==> config.mk <==
export PLATFORM = sky130hd
export DESIGN_NAME = tcic_timer
export DESIGN_NICKNAME = d
export VERILOG_FILES = /design/src/verilog/tcic_pkg.sv /design/src/verilog/tcic_timer.sv
export SDC_FILE = /design/constraint.sdc
export NUM_CORES = 1
export LEC_CHECK = 0
export ABC_AREA = 1
export BUFFER_PORTS_ARGS = -buffer_cell sky130_fd_sc_hd__buf_4
export CAP_MARGIN = 20
export CORE_MARGIN = 10
export CORE_UTILIZATION = 50
export DETAILED_ROUTE_END_ITERATION = 16
export GPL_TIMING_DRIVEN = 0
export PLACE_DENSITY = 0.73
export SYNTH_ARGS = -nofsm -noshare
export SYNTH_HDL_FRONTEND = slang
export SYNTH_SLANG_ARGS = --single-unit
export TNS_END_PERCENT = 100
==> constraint.sdc <==
create_clock -name clk -period 2.75 [get_ports clk]
set_input_delay 0.1375 -clock clk [delete_from_list [all_inputs] [get_ports clk]]
set_output_delay 0.1375 -clock clk [all_outputs]
set_load 0.01 [all_outputs]
==> src/verilog/tcic_pkg.sv <==
// package for the 16-bit timer counter and input capture block
// assumes an apb slave with 32-bit data, one register per aligned word
package tcic_pkg;
  // register byte offsets
  localparam logic [11:0] ADDR_CNT_LO = 12'h000;
  localparam logic [11:0] ADDR_CNT_HI = 12'h004;
  localparam logic [11:0] ADDR_CAP_LO = 12'h008;
  localparam logic [11:0] ADDR_CAP_HI = 12'h00c;
  localparam logic [11:0] ADDR_OCA_LO = 12'h010;
  localparam logic [11:0] ADDR_OCA_HI = 12'h014;
  localparam logic [11:0] ADDR_CTRL_A = 12'h018;
  localparam logic [11:0] ADDR_CTRL_B = 12'h01c;
  localparam logic [11:0] ADDR_FLAGS = 12'h020;
  localparam logic [11:0] ADDR_MASK = 12'h024;
  localparam logic [11:0] ADDR_CMP_CS = 12'h028;
  // control b fields
  localparam int CS_LSB = 0;
  localparam int MODE_HI_LSB = 3;
  localparam int EDGE_BIT = 6;
  localparam int FILT_BIT = 7;
  // control a field: low two mode bits
  localparam int MODE_LO_LSB = 0;
  // flag and mask bits
  localparam int OVF_BIT = 0;
  localparam int CAP_BIT = 1;
  // comparator control: trigger select bit
  localparam int CMP_SEL_BIT = 0;
  // fixed tops
  localparam logic [15:0] TOP_8BIT = 16'h00ff;
  localparam logic [15:0] TOP_9BIT = 16'h01ff;
  localparam logic [15:0] TOP_10BIT = 16'h03ff;
  localparam logic [15:0] TOP_MAX = 16'hffff;
  // filter length in samples
  localparam int FILT_LEN = 4;
  // reset values
  localparam logic [7:0] RST_BYTE = 8'h00;
  localparam logic [15:0] RST_WORD = 16'h0000;
endpackage

==> src/verilog/tcic_timer.sv <==
// 16-bit timer counter core with input capture, apb register slave
// assumes trigger inputs asynchronous to clk, timer tick enables from an
// outside prescaler, and an interrupt controller that acknowledges
`timescale 1ns/1ps
`default_nettype none

module tcic_timer (
  input wire logic clk,
  input wire logic rst,
  input wire logic psel,
  input wire logic penable,
  input wire logic pwrite,
  input wire logic [11:0] paddr,
  input wire logic [31:0] pwdata,
  output logic [31:0] prdata,
  output logic pready,
  output logic pslverr,
  input wire logic [7:0] tick_in,
  input wire logic capture_pin,
  input wire logic comparator_output,
  input wire logic capture_irq_ack,
  input wire logic overflow_irq_ack,
  output logic capture_irq,
  output logic overflow_irq,
  output logic [15:0] count_value,
  output logic count_top,
  output logic count_bottom
);

  ////////////////////////////////////////////////////////////////////////
  // registers
  logic [7:0] holder_q;
  logic [15:0] cnt_q;
  logic [15:0] cap_q;
  logic [15:0] oca_q;
  logic [7:0] ctrl_a_q;
  logic [7:0] ctrl_b_q;
  logic [7:0] cmp_cs_q;
  logic [1:0] mask_q;
  logic ovf_q;
  logic capf_q;
  logic down_q;
  logic [31:0] rdata_q;

  // apb decode; the slave always answers in the access cycle
  logic acc;
  logic wr;
  logic rd;
  logic [7:0] wbyte;
  assign acc = psel && penable;
  assign wr = acc && pwrite;
  // a low read takes its holder snapshot at the setup edge, the edge that also
  // latches the read data, so a tick between the two bus phases cannot tear a word
  assign rd = psel && !penable && !pwrite;
  assign wbyte = pwdata[7:0];
  assign pready = 1'b1;
  assign pslverr = 1'b0;
  assign prdata = rdata_q;

  logic [2:0] clock_select_field;
  logic [3:0] waveform_mode_field;
  logic noise_filter_enable;
  logic edge_rising;
  logic comparator_trigger_select;
  assign clock_select_field = ctrl_b_q[tcic_pkg::CS_LSB +: 3];
  assign waveform_mode_field = {ctrl_b_q[tcic_pkg::MODE_HI_LSB +: 2],
                                ctrl_a_q[tcic_pkg::MODE_LO_LSB +: 2]};
  assign noise_filter_enable = ctrl_b_q[tcic_pkg::FILT_BIT];
  assign edge_rising = ctrl_b_q[tcic_pkg::EDGE_BIT];
  assign comparator_trigger_select = cmp_cs_q[tcic_pkg::CMP_SEL_BIT];

  ////////////////////////////////////////////////////////////////////////
  // mode decode
  logic [15:0] top_val;
  logic cap_is_top;
  logic updown;
  logic ctc;
  always_comb begin
    top_val = tcic_pkg::TOP_MAX;
    cap_is_top = 1'b0;
    updown = 1'b0;
    ctc = 1'b0;
    unique case (waveform_mode_field)
      4'h1, 4'h5: top_val = tcic_pkg::TOP_8BIT;
      4'h2, 4'h6: top_val = tcic_pkg::TOP_9BIT;
      4'h3, 4'h7: top_val = tcic_pkg::TOP_10BIT;
      4'h4: begin
        top_val = oca_q;
        ctc = 1'b1;
      end
      4'h8, 4'ha: begin
        top_val = cap_q;
        cap_is_top = 1'b1;
      end
      4'h9, 4'hb: top_val = oca_q;
      4'hc: begin
        top_val = cap_q;
        cap_is_top = 1'b1;
        ctc = 1'b1;
      end
      4'he: begin
        top_val = cap_q;
        cap_is_top = 1'b1;
      end
      4'hf: top_val = oca_q;
      default: top_val = tcic_pkg::TOP_MAX;
    endcase
    updown = (waveform_mode_field inside {4'h1, 4'h2, 4'h3, 4'h8, 4'h9, 4'ha, 4'hb});
  end

  ////////////////////////////////////////////////////////////////////////
  // timer tick selection
  logic timer_tick;
  assign timer_tick = (clock_select_field != 3'h0) && tick_in[clock_select_field];

  assign count_top = (cnt_q == top_val);
  assign count_bottom = (cnt_q == tcic_pkg::RST_WORD);
  assign count_value = cnt_q;

  ////////////////////////////////////////////////////////////////////////
  // holder register shared by all 16-bit registers
  // single shared holder
  always_ff @(posedge clk) begin
    if (rst) begin
      holder_q <= tcic_pkg::RST_BYTE;
    end else if (wr && (paddr == tcic_pkg::ADDR_CNT_HI || paddr == tcic_pkg::ADDR_CAP_HI ||
                        paddr == tcic_pkg::ADDR_OCA_HI)) begin
      holder_q <= wbyte;
    end else if (rd && paddr == tcic_pkg::ADDR_CNT_LO) begin
      holder_q <= cnt_q[15:8];
    end else if (rd && paddr == tcic_pkg::ADDR_CAP_LO) begin
      holder_q <= cap_q[15:8];
    end
  end

  ////////////////////////////////////////////////////////////////////////
  // counter; works whether or not ticks arrive
  logic cnt_wr;
  assign cnt_wr = wr && paddr == tcic_pkg::ADDR_CNT_LO;
  always_ff @(posedge clk) begin
    if (rst) begin
      cnt_q <= tcic_pkg::RST_WORD;
      down_q <= 1'b0;
    end else if (cnt_wr) begin
      cnt_q <= {holder_q, wbyte};
    end else if (timer_tick) begin
      if (updown) begin
        if (!down_q && cnt_q >= top_val) begin
          down_q <= 1'b1;
          cnt_q <= cnt_q - 16'h0001;
        end else if (down_q && count_bottom) begin
          down_q <= 1'b0;
          cnt_q <= cnt_q + 16'h0001;
        end else if (down_q) begin
          cnt_q <= cnt_q - 16'h0001;
        end else begin
          cnt_q <= cnt_q + 16'h0001;
        end
      end else if (count_top && waveform_mode_field != 4'h0) begin
        cnt_q <= tcic_pkg::RST_WORD;
      end else begin
        cnt_q <= cnt_q + 16'h0001;
      end
    end
  end

  logic ovf_set;
  always_comb begin
    if (!timer_tick || cnt_wr) begin
      ovf_set = 1'b0;
    end else if (updown) begin
      ovf_set = down_q && count_bottom;
    end else if (ctc || waveform_mode_field == 4'h0) begin
      ovf_set = (cnt_q == tcic_pkg::TOP_MAX);
    end else begin
      ovf_set = count_top;
    end
  end

  ////////////////////////////////////////////////////////////////////////
  // trigger path: select, filter, edge detect
  logic trig_raw;
  logic [1:0] sync_q;
  logic [tcic_pkg::FILT_LEN-2:0] filt_sh_q;
  logic [tcic_pkg::FILT_LEN-1:0] filt_win;
  logic filt_q;
  logic det_in;
  logic det_prev_q;
  logic cap_evt;
  // pin driven from port still enters here
  assign trig_raw = comparator_trigger_select ? comparator_output : capture_pin;

  always_ff @(posedge clk) begin
    if (rst) begin
      sync_q <= 2'b00;
    end else begin
      sync_q <= {sync_q[0], trig_raw};
    end
  end

  // the window is the stored samples plus the arriving one, so a clean change
  // reaches the edge detector four cycles later than with the filter off
  assign filt_win = {filt_sh_q, sync_q[1]};

  always_ff @(posedge clk) begin
    if (rst) begin
      filt_sh_q <= '0;
      filt_q <= 1'b0;
    end else if (!cap_is_top) begin
      filt_sh_q <= filt_win[tcic_pkg::FILT_LEN-2:0];
      if (&filt_win) begin
        filt_q <= 1'b1;
      end else if (~|filt_win) begin
        filt_q <= 1'b0;
      end
    end
  end

  assign det_in = noise_filter_enable ? filt_q : sync_q[1];

  always_ff @(posedge clk) begin
    if (rst) begin
      det_prev_q <= 1'b0;
    end else if (!cap_is_top) begin
      det_prev_q <= det_in;
    end
  end

  assign cap_evt = !cap_is_top && (edge_rising ? (det_in && !det_prev_q)
                                               : (!det_in && det_prev_q));

  ////////////////////////////////////////////////////////////////////////
  // capture register
  always_ff @(posedge clk) begin
    if (rst) begin
      cap_q <= tcic_pkg::RST_WORD;
    end else if (cap_evt) begin
      cap_q <= cnt_q;
    end else if (wr && paddr == tcic_pkg::ADDR_CAP_LO && cap_is_top) begin
      cap_q <= {holder_q, wbyte};
    end
  end

  // compare a register, used as top in some modes
  always_ff @(posedge clk) begin
    if (rst) begin
      oca_q <= tcic_pkg::RST_WORD;
    end else if (wr && paddr == tcic_pkg::ADDR_OCA_LO) begin
      oca_q <= {holder_q, wbyte};
    end
  end

  ////////////////////////////////////////////////////////////////////////
  // control registers
  always_ff @(posedge clk) begin
    if (rst) begin
      ctrl_a_q <= tcic_pkg::RST_BYTE;
      ctrl_b_q <= tcic_pkg::RST_BYTE;
      cmp_cs_q <= tcic_pkg::RST_BYTE;
      mask_q <= 2'b00;
    end else if (wr) begin
      if (paddr == tcic_pkg::ADDR_CTRL_A) begin
        ctrl_a_q <= wbyte;
      end
      if (paddr == tcic_pkg::ADDR_CTRL_B) begin
        ctrl_b_q <= wbyte;
      end
      if (paddr == tcic_pkg::ADDR_CMP_CS) begin
        cmp_cs_q <= wbyte;
      end
      if (paddr == tcic_pkg::ADDR_MASK) begin
        mask_q <= wbyte[1:0];
      end
    end
  end

  ////////////////////////////////////////////////////////////////////////
  // flags: set beats clear
  logic flag_wr;
  assign flag_wr = wr && paddr == tcic_pkg::ADDR_FLAGS;
  // clear by ack or write one
  always_ff @(posedge clk) begin
    if (rst) begin
      capf_q <= 1'b0;
    end else if (cap_evt) begin
      capf_q <= 1'b1;
    end else if (capture_irq_ack || (flag_wr && wbyte[tcic_pkg::CAP_BIT])) begin
      capf_q <= 1'b0;
    end
  end

  always_ff @(posedge clk) begin
    if (rst) begin
      ovf_q <= 1'b0;
    end else if (ovf_set) begin
      ovf_q <= 1'b1;
    end else if (overflow_irq_ack || (flag_wr && wbyte[tcic_pkg::OVF_BIT])) begin
      ovf_q <= 1'b0;
    end
  end

  assign capture_irq = capf_q && mask_q[tcic_pkg::CAP_BIT];
  assign overflow_irq = ovf_q && mask_q[tcic_pkg::OVF_BIT];

  ////////////////////////////////////////////////////////////////////////
  // read data, registered at the setup edge
  logic [7:0] rsel;
  always_comb begin
    unique case (paddr)
      tcic_pkg::ADDR_CNT_LO: rsel = cnt_q[7:0];
      tcic_pkg::ADDR_CAP_LO: rsel = cap_q[7:0];
      tcic_pkg::ADDR_OCA_LO: rsel = oca_q[7:0];
      tcic_pkg::ADDR_OCA_HI: rsel = oca_q[15:8];
      tcic_pkg::ADDR_CNT_HI, tcic_pkg::ADDR_CAP_HI: rsel = holder_q;
      tcic_pkg::ADDR_CTRL_A: rsel = ctrl_a_q;
      tcic_pkg::ADDR_CTRL_B: rsel = ctrl_b_q;
      tcic_pkg::ADDR_CMP_CS: rsel = cmp_cs_q;
      tcic_pkg::ADDR_FLAGS: rsel = {6'h00, capf_q, ovf_q};
      tcic_pkg::ADDR_MASK: rsel = {6'h00, mask_q};
      default: rsel = 8'h00;
    endcase
  end

  // prdata is the value latched in this read's setup phase; see note for timing
  always_ff @(posedge clk) begin
    if (rst) begin
      rdata_q <= 32'h0000_0000;
    end else if (psel && !penable && !pwrite) begin
      rdata_q <= {24'h000000, rsel};
    end
  end

endmodule

`default_nettype wire

# Word level (Yosys, flattened, before mapping)
# Cells that the tools add are included.
# totals
out_inout_bits	54
in_bits	61
reg_bits	100
# op_classes
muxes	32
n_lt_le_gt_ge	2
eq_ne	27
n_addsub	2
n_reduce_logical	63
n_bitwise	2
# ops
cell	count
$mux 16	9
$pmux 16 s5	1
$pmux 8 s10	1
$eq 12x5->1 const B	4
$eq 12x6->1 const B	3
$eq 4x4->1 const B	7
$eq 12x4->1 const B	2
$mux 8	3
$logic_and 1x1->1	23
$mux 1	17
$add 16x1->16 const B	1
$eq 16x16->1	1
$eq 16x16->1 const B	1
$eq 4x3->1 const B	4
$ge 16x16->1	1
$logic_not 16->1	1
$sub 16x1->16 const B	1
$eq 12x3->1 const B	1
$logic_not 12->1	1
$reduce_or 4->1	3
$reduce_and 2->1	5
$reduce_bool 2->1	5
$reduce_or 2->1	5
$eq 4x2->1 const B	2
other kinds (12)	26

# Logic depth before layout (Yosys ltp)
# Gate-level depths: netlist of the first run.
# logic_depth
ltp_word	9
ltp_mapped	23
depth_no_buf	23

# Worst setup path after synthesis of the first run
# No wires, ideal clock.
# synth_path
path_type	reg-to-reg
start	register ctrl_b_q[3]
end	register cnt_q[3] (netlist: count_value[3])
path_stages_with_launch	18
synth_period_minus_slack_ps	2937
path_slack_ps	-187
required_ps	2618
arrival_time_ps	2804
path_cell_list	dfxtp_1 inv_2 o211ai_1 nand2_1 nor2_2 inv_2 a21oi_2 a221oi_1 ha_1 nand2_1 nor2_1 nand2_1 nor2_1 o21ai_0 nand3b_1 nand2_1 nand2_1 a21oi_1
# synth_via
elab_chain_len	9
elab_cells_between_ends	31
cone_classes	order compare (1); eq/ne (15); mux (6); reduce/logical (9)
# synth_rtl
item	line	rtl
from (decl)	tcic_timer.sv:37	logic [7:0] ctrl_b_q;
from (signal assigned)	tcic_timer.sv:258	ctrl_b_q <= tcic_pkg::RST_BYTE;
from (signal assigned)	tcic_timer.sv:266	ctrl_b_q <= wbyte;
$eq 4x4->1, or another cell as far along	tcic_timer.sv:83	unique case (waveform_mode_field)
$reduce_or 4->1 (no source line) / $reduce_or 2->1 (equally long branches)	--	
$pmux 16 s5 (*)	tcic_timer.sv:83	
$eq 16x16->1 (*)	tcic_timer.sv:116	assign count_top = (cnt_q == top_val);
via count_top	tcic_timer.sv:26	output logic count_top,
$logic_and 1x1->1 (*)	tcic_timer.sv:159	end else if (count_top && waveform_mode_field != 4'h0) begin
$mux 16 (*)	tcic_timer.sv:159	
$mux 16 (*)	tcic_timer.sv:147	if (updown) begin
$mux 16 (*)	tcic_timer.sv:146	end else if (timer_tick) begin
$mux 16 (*)	tcic_timer.sv:144	end else if (cnt_wr) begin
to (signal assigned)	tcic_timer.sv:145	cnt_q <= {holder_q, wbyte};
to (signal assigned)	tcic_timer.sv:150	cnt_q <= cnt_q - 16'h0001;
to (signal assigned)	tcic_timer.sv:160	cnt_q <= tcic_pkg::RST_WORD;
to (decl)	tcic_timer.sv:33	logic [15:0] cnt_q;
# The timed path passes the listed nets; every way through them passes the cells marked *. The select of a mux whose other input is x is not followed.
# A chain may end at the register's enable or synchronous reset.

# Worst setup path in the final report of the first run
# layout_path
start	register ctrl_b_q[3]
end	register cnt_q[9] (netlist: count_value[9])
# layout_via
elab_chain_len	9
elab_cells_between_ends	31
cone_classes	order compare (1); eq/ne (15); mux (6); reduce/logical (9)
# layout_rtl
item	line	rtl
$eq 4x4->1, or another cell as far along	tcic_timer.sv:83, tcic_timer.sv:108	
$reduce_or 4->1 (no source line) / $reduce_or 2->1 (equally long branches)	--	
$pmux 16 s5	tcic_timer.sv:83	
$ge 16x16->1 / $eq 16x16->1 (equally long branches)	tcic_timer.sv:148, tcic_timer.sv:116	
$logic_and 1x1->1 (on tied branches)	tcic_timer.sv:148, tcic_timer.sv:159	
$mux 16 (on tied branches)	tcic_timer.sv:148, tcic_timer.sv:159	
$mux 16 (*)	tcic_timer.sv:147	
$mux 16 (*)	tcic_timer.sv:146	
$mux 16 (*)	tcic_timer.sv:144	
to (signal assigned)	tcic_timer.sv:145	
to (signal assigned)	tcic_timer.sv:150	
to (signal assigned)	tcic_timer.sv:153	cnt_q <= cnt_q + 16'h0001;
# Every way passes the cells marked *; elsewhere a longest branch is shown, timed or not. The select of a mux whose other input is x is not followed.

==> summary.md, run 1 <==
| Metric | Value |
|---|---|
| Core area | `between 0.01 and 0.015 mm^2` |
| Netlist area before placement | `~0.0067 mm^2` |
| Post-synthesis xor/xnor area fraction | `0.03116` |
| Worst EP required | `approximately 3000 ps` |
| YS warnings | `0` |
| Synth-to-Final Area Change | `20.44%` |
| RSZ-0062 raised after global routing | `yes` |
| Final Util | `0.6135` |
| Highest clock rate | `between 300 and 400 MHz` |
| CP Class | `reg2reg` |
| Top FF cell, synth | `dfxtp_1` |
| Worst vdd ir | `~0.27 mV` |
| DRT antenna net count | `0` |
| DR pass1 iterations | `6` |
| First-pass GRT wire length | `between 30,000 and 40,000 um` |
| Vias per std cell | `~5.6` |
| Clk_skew | `~8.5 ps` |
| Final cell area excluding filler cells | `~0.0081 mm^2` |
| Vias | `about 7,400` |
| Post-Route WL | `around 24,000 um` |
| Port Buffer Count | `62` |
| Die X | `between 100 and 150 um` |
| Final period util | `1.105` |
| Cell Count Post-Placement | `between 1,000 and 1,500` |
| Cell Rows | `between 40 and 50` |
| H-tree depth | `3` |
| Clock Latency Late Sink | `360 ps` |
| Avg Inst Size Synth | `6.613 um^2` |
| Largest net degree at the start of global routing | `20` |
| Die Footprint | `around 0.019 mm^2` |
| Minimum clock period | `roughly 3000 ps` |
| Pwr/cell area | `373.1 mW/mm^2` |
| CTS Hold Bufs | `0` |
| Number of global-route vias before repair | `between 6,000 and 7,000` |
| Area contributors post-synth | `dfxtp_1, nand2_1, o21ai_0` |
| Overflow after GRT | `0` |
| Register area share after synthesis | `0.2968` |
| Final hold vios | `0` |
| DRC violations left | `0` |
| Yosys reg bits | `100` |
| Top cell type by total area after synthesis | `dfxtp_1` |
| Pre-CTS setup slack | `-766.5 ps` |
| Antenna cells | `0` |
| Leakage | `roughly 3.6 nW` |
| Mux share of post-synthesis cell area | `0` |
| Die height | `between 100 and 150 um` |
| Post-route worst setup slack | `-288.2 ps` |
| Worst-Margin Slew | `approximately 740 ps` |
| Max-slew violation count | `0` |
| Compound-Gate Fraction of Synth Area | `0.2389` |
| Post-synthesis cell type count | `47` |
| 1st-iter DRT viols | `roughly 960` |
| CTS tree | `done` |
| Number of synthesized flops with an enable pin | `0` |
| Hpwl dp | `between 15,000 and 20,000 um` |
| Placed inst area | `around 0.0075 mm^2` |
| GR Util All Layers | `0.2476` |
| Ports | `~120` |
| Sequential cell area | `between 0.002 and 0.0025 mm^2` |
| CP endpoint kind | `flip-flop` |
| Initial Utilization | `0.5094` |
| Longest Clk Path Bufs | `2` |
| Max Cap Viol | `0` |
| Status | `complete, but fails checks` |
| Crit path max fanout | `10` |
| Synth top area share | `0.2968` |
| Post-synthesis adder-cell area fraction | `0.03524` |
| Class of the worst hold path | `in2reg` |
| Cts bufs inserted | `9` |
| Final nets | `1,209` |
| Drt wl/cell | `18.04 um` |
| Multi-input gate area | `~0.0040 mm^2` |
| Slew HR | `0.5081` |
| Initial antenna violation count | `0` |
| Root buf cell | `clkbuf_16` |
| Failing checks | `setup timing` |
| Most frequent cell after synthesis | `nand2_1` |
| FILL cells | `between 1,000 and 1,500` |
| Async set or reset register ratio after synthesis | `0` |
| Most common library cells after synthesis | `nand2_1, inv_1, dfxtp_1, o21ai_0, a21oi_1` |
| Finished Layout Cells | `between 1,000 and 1,500` |
| Largest family of logic cells by synthesized area | `simple AND/OR/NAND/NOR gates` |
| Syn Inst Count | `~1,000` |
| RD Place Congestion | `~1` |
| CTS sink cnt | `100` |
| Reg clk slew, reported paths | `around 80 ps` |
| Final setup fails | `17` |
| Worst Path Arrival | `around 3300 ps` |
| Startpoint types | `flip-flop` |
| Synth Area in Simple Gates | `0.2565` |
| Layout cell share with drive strength beyond 1 | `0.1940` |
==> state kept, by name (all words and copies together), names as in the netlist, 8 cells and up <==
name         flops
prdata           8
cmp_cs_q         8
count_value     16
holder_q         8
ctrl_b_q         8
oca_q           16
cap_q           16
ctrl_a_q         8
==> area by class of cell <==
type	instances	share of cell area
multi-input combinational	737	0.4975
sequential	100	0.2480
timing repair buffer	74	0.07285
buffer	66	0.05221
clock buffer	9	0.02772
tap	176	0.02711
inverter	141	0.06623
clock inverter	7	0.008471
==> kinds of logic (layout without fill, tap and decap cells) <==
kind of cell               after synthesis  in the layout
AOI/OAI and AO/OA                      283            283
xor gates and xnor gates                24             24
and+or+nand+nor                        385            385
other                                    2             26
adders and majority gates               19             19
DFF                                    100            100
buffers and inverters                  207            297
==> critical path, cell delays in order, from the launching register on <==
cell	delay, ps
dfxtp_4	380
inv_4	40
o211ai_1	240
nand2_4	120
nor2_4	140
inv_2	70
a21oi_4	130
buf_12	150
a221oi_2	40
ha_1	310
nand2_1	60
nor2_2	170
inv_1	80
a21oi_2	160
nor2_1	80
nand2_2	120
nand2_4	90
nand2_8	130
nand2_4	120
nand2_1	90
nand3_1	80
a21oi_2	140
==> final timing paths <==
| path | from | end | slack (ps) | cells after the start |
|---|---|---|---|---|
| worst max-delay path | ctrl_b_q[3] | count_value[9] | -290 | 21 |
| worst min-delay path | comparator_output | sync_q[0] | 6 | 3 |
| worst max register to register | ctrl_b_q[3] | count_value[9] | -290 | 21 |
| worst min register to register | sync_q[0] | sync_q[1] | 420 | 2 |
==> where the power goes <==
part	switching, mW	leakage (nW)	internal (mW)	total, mW
sequential	0.0163	0.811	1.46	1.48
combinational	0.159	2.65	0.0985	0.257
clock	0.653	0.143	0.641	1.29
==> what timing repair did <==
| item | 4_1_cts | 5_1_grt |
|---|---|---|
| cloned | 1 | 0 |
| gates resized for setup | 33 | 11 |
| setup buffers | 10 | 1 |
| setup endpoints to repair | 19 | 19 |
| pin swaps | 16 | 8 |
==> placed cells by master (no fill, tap or decap), drive strengths merged <==
| cell type | instances |
|---|---|
| nor3 | 11 |
| xor2 | 23 |
| nor2 | 98 |
| o31ai | 2 |
| a21oi | 101 |
| conb | 26 |
| a31oi | 4 |
| o221ai | 6 |
| buf | 118 |
| nand2 | 192 |
| dfxtp | 100 |
| clkbuf | 31 |
| ha | 19 |
| nand4 | 9 |
| clkinvlp | 2 |
| a311oi | 1 |
| nor4 | 3 |
| a211oi | 9 |
| xnor2 | 1 |
| nand3 | 66 |
| nand3b | 5 |
| clkinv | 4 |
| inv | 142 |
| a22oi | 1 |
| a21o | 1 |
| o21ai | 115 |
| a2bb2oi | 1 |
| o2111ai | 1 |
| and2 | 1 |
| o22ai | 30 |
| a221oi | 6 |
| o211ai | 5 |
==> metal layers <==
metal | part of all wire | GRT usage
met3 | 0.11 | 0.04871
met5 | 0 | 0
met2 | 0.44 | 0.3861
met1 | 0.43 | 0.3342
met4 | 0.026 | 0.08284
==> through the flow <==
step / total power, mW / hold WS, ps / TNS (ps)
2_1_floorplan: 1.666 / 272.4 / 0
3_3_place_gp: 1.761 / 396.7 / -11540
3_5_place_dp: 1.764 / 371.7 / -11450
4_1_cts: 3.028 / 11.76 / -2949
5_1_grt: 3.111 / 19.17 / -6481
6_report: 3.031 / 6.210 / -4314
No activity file was read; power rests on OpenSTA's default activity.
==> run 2, diff against run 1 <==
--- a/config.mk
+++ b/config.mk
@@ -9,10 +9,9 @@
 export BUFFER_PORTS_ARGS = -buffer_cell sky130_fd_sc_hd__buf_4
 export CAP_MARGIN = 20
 export CORE_MARGIN = 10
-export CORE_UTILIZATION = 50
+export CORE_UTILIZATION = 52
 export DETAILED_ROUTE_END_ITERATION = 16
-export GPL_TIMING_DRIVEN = 0
-export PLACE_DENSITY = 0.73
+export PLACE_DENSITY = 0.76
 export SYNTH_ARGS = -nofsm -noshare
 export SYNTH_HDL_FRONTEND = slang
 export SYNTH_SLANG_ARGS = --single-unit
==> run 2 against run 1 <==
  * The flow still finishes with violations (setup timing)
  * Via count is 2.2% lower
  * Flip-flop and latch count did not move
  * Sequential power about the same
  * Setup slack better by 210 ps
  * Die area is 3.3% lower
  * Sequential share of layout area barely moved
  * Count of clock-buffer cells in the layout is 1 higher
  * Critical path depth did not move
  * Critical endpoint is now count_value[11]
  * Largest cell class unchanged
==> summary.md, run 2 (synthesis gave the netlist of run 1 again) <==
| Metric | Value |
|---|---|
| DRC violations left | `0` |
| Finished Layout Cells | `between 1,000 and 1,500` |
| Port Buffer Count | `63` |
| Slowest cell on crit path | `dfxtp_2` |
| Reg power frac | `0.488` |
| First-pass GRT wire length | `about 35,000 um` |
| Most frequent cells in the layout | `nand2_1, inv_1, o21ai_0, buf_4, dfxtp_1` |
| Max-slew violation count | `0` |
| Final nets | `around 1,200` |
| Pwr/cell area | `376.5 mW/mm^2` |
| Clk_skew | `roughly 14 ps` |
| Internal | `between 2 and 2.5 mW` |
| CTS sink cnt | `100` |
| Final period util | `1.030` |
| GR Util All Layers | `0.2423` |
| Levels on crit path | `21` |
| Delay-heaviest family, CP | `simple AND/OR/NAND/NOR gates` |
| 1st-iter DRT viols | `820` |
| Layout cell share with drive strength beyond 1 | `0.2056` |
| Clock share of power | `0.441` |
| Cts bufs inserted | `9` |
| Initial antenna violation count | `0` |
| Minimum clock period | `~2800 ps` |
| Startpoint types | `flip-flop` |
| Vias | `7,194` |
| H-tree depth | `3` |
| Multi-input gate area | `between 0.004 and 0.005 mm^2` |
| Antenna cells | `0` |
| Sw frac | `0.2587` |
| R2R depth | `21` |
| CP Capture Point | `count_value[11]` |
| DR pass1 iterations | `6` |
| Drt wl/cell | `~17 um` |
| Worst EP required | `between 3000 and 4000 ps` |
| Leading cell type in the layout, fill and taps excluded | `nand2_1` |
| FILL cells | `around 1,200` |
| Core area | `about 0.013 mm^2` |
| R2r setup slk | `-80 ps` |
| Slew HR | `0.6032` |
| Final setup fails | `14` |
| Largest net degree at the start of global routing | `64` |
| CTS Hold Bufs | `0` |
| Clock Latency Late Sink | `approximately 370 ps` |
| Status | `complete, but fails checks` |
| Longest Clk Path Bufs | `2` |
| CP endpoint kind | `flip-flop` |
| Reg-to-reg endpoint | `count_value[11]` |
| Post-route worst setup slack | `-81.55 ps` |
| Pre-CTS setup slack | `-89.23 ps` |
| Leakage | `between 3 and 4 nW` |
| Final hold vios | `0` |
| Vias per std cell | `5.638` |
| Root buf cell | `clkbuf_16` |
| Crit path buf inv count | `4` |
| Cell chain of the critical path | `o211ai_1 -> nand2_2 -> nor2_4 -> inv_2 -> a21oi_4 -> buf_12 -> a221oi_2 -> ha_1 -> nand2_1 -> a21oi_2 -> nor2_2 -> o21ai_1 -> nor2_1 -> nand2_2 -> nand2_4 -> nand2_4 -> buf_12 -> buf_16 -> nand3_1 -> nand3_1 -> a21oi_2` |
| Slowest Stage Delay on Critical Path | `350 ps` |
| Highest clock rate | `roughly 350 MHz` |
| Reg2reg start | `ctrl_a_q[1]` |
| Class of the worst hold path | `in2reg` |
| Worst hold slack | `around 8 ps` |
| Crit path max fanout | `8` |
| DRT antenna net count | `0` |
| Die X | `133.9 um` |
| Failing checks | `setup timing` |
| Cell Count Post-Placement | `around 1,300` |
| Worst Path Arrival | `around 3100 ps` |
| Post-Route WL | `around 22,000 um` |
| RD Place Congestion | `between 0.9 and 1` |
| Cell Rows | `41` |
| RSZ-0062 raised after global routing | `yes` |
| CTS tree | `done` |
| Number of global-route vias before repair | `about 6,600` |
| Worst-Margin Slew | `593.5 ps` |
| Sw power | `0.7876 mW` |
| Hpwl dp | `16,490 um` |
| Comb power frac | `0.071` |
| Reg clk slew, reported paths | `80 ps` |
| Die Footprint | `approximately 0.018 mm^2` |
| Sequential cell area | `between 0.002 and 0.0025 mm^2` |
| Initial Utilization | `0.5323` |
| Die height | `133.9 um` |
| Crit path launch | `ctrl_a_q[1]` |
| Ports | `around 120` |
| Max Cap Viol | `0` |
| Overflow after GRT | `0` |
| Synth-to-Final Area Change | `19.87%` |
| Worst vdd ir | `about 0.32 mV` |
| CP Class | `reg2reg` |
-- run 2: power groups by stage --
| stage | registers (mW) | clock network [mW] | logic (mW) |
|---|---|---|---|
| finish | 1.49 | 1.34 | 0.217 |
| global route | 1.49 | 1.40 | 0.240 |
| CTS | 1.48 | 1.34 | 0.211 |
| detailed placement | 1.52 | 0 | 0.210 |
| global placement | 1.52 | 0 | 0.207 |
| floorplan | 1.51 | 0 | 0.155 |
-- run 2: timing repair --
item / CTS / global route
setup buffers: 5 / 1
setup endpoints to repair: 16 / 18
gates resized for setup: 33 / 24
cloned: 1 / 0
pin swaps: 11 / 15
-- run 2: cell type report --
class	instances	area share
sequential	100	0.2481
clock buffer	10	0.02832
timing repair buffer	110	0.1136
tap	172	0.02662
inverter	141	0.06546
multi-input combinational	737	0.5091
clock inverter	6	0.008821
-- run 2: worst reg2reg max path: cells and delay by family, from the launching register on --
| kind | cells | cell delay (ps) |
|---|---|---|
| buf+inv | 4 | 470 |
| simple gates | 10 | 960 |
| flops | 1 | 350 |
| compound gates | 6 | 640 |
| fa+ha+maj | 1 | 330 |
-- run 2: worst min path at each step --
stage                       from   endpoint  slack, ps  depth (start not counted)
6_report       comparator_output  sync_q[0]          8                          3
5_1_grt        comparator_output  sync_q[0]         30                          3
4_1_cts        comparator_output  sync_q[0]          8                          3
3_5_place_dp   comparator_output  sync_q[0]        390                          3
3_3_place_gp   comparator_output  sync_q[0]        380                          3
2_1_floorplan  comparator_output  sync_q[0]        270                          2
-- run 2: routing by layer --
| layer | share of wire | routed length [um] | track usage |
|---|---|---|---|
| met1 | 0.41 | 9211 | 0.3136 |
| met5 | 0 | 0 | 0 |
| met4 | 0.029 | 650 | 0.08041 |
| met2 | 0.46 | 10250 | 0.3901 |
| met3 | 0.096 | 2126 | 0.05302 |
-- run 2: per-stage QoR --
step | utilization | power, mW | setup TNS [ps] | cell area, um^2
3_5_place_dp | 0.5885 | 1.727 | -672.1 | 7457
2_1_floorplan | - | 1.666 | 0 | 6853
4_1_cts | 0.6310 | 3.037 | 0 | 7995
3_3_place_gp | 0.5885 | 1.724 | -85.60 | 7457
5_1_grt | 0.6381 | 3.124 | -3453 | 8085
6_report | 0.6381 | 3.044 | -547.0 | 8085
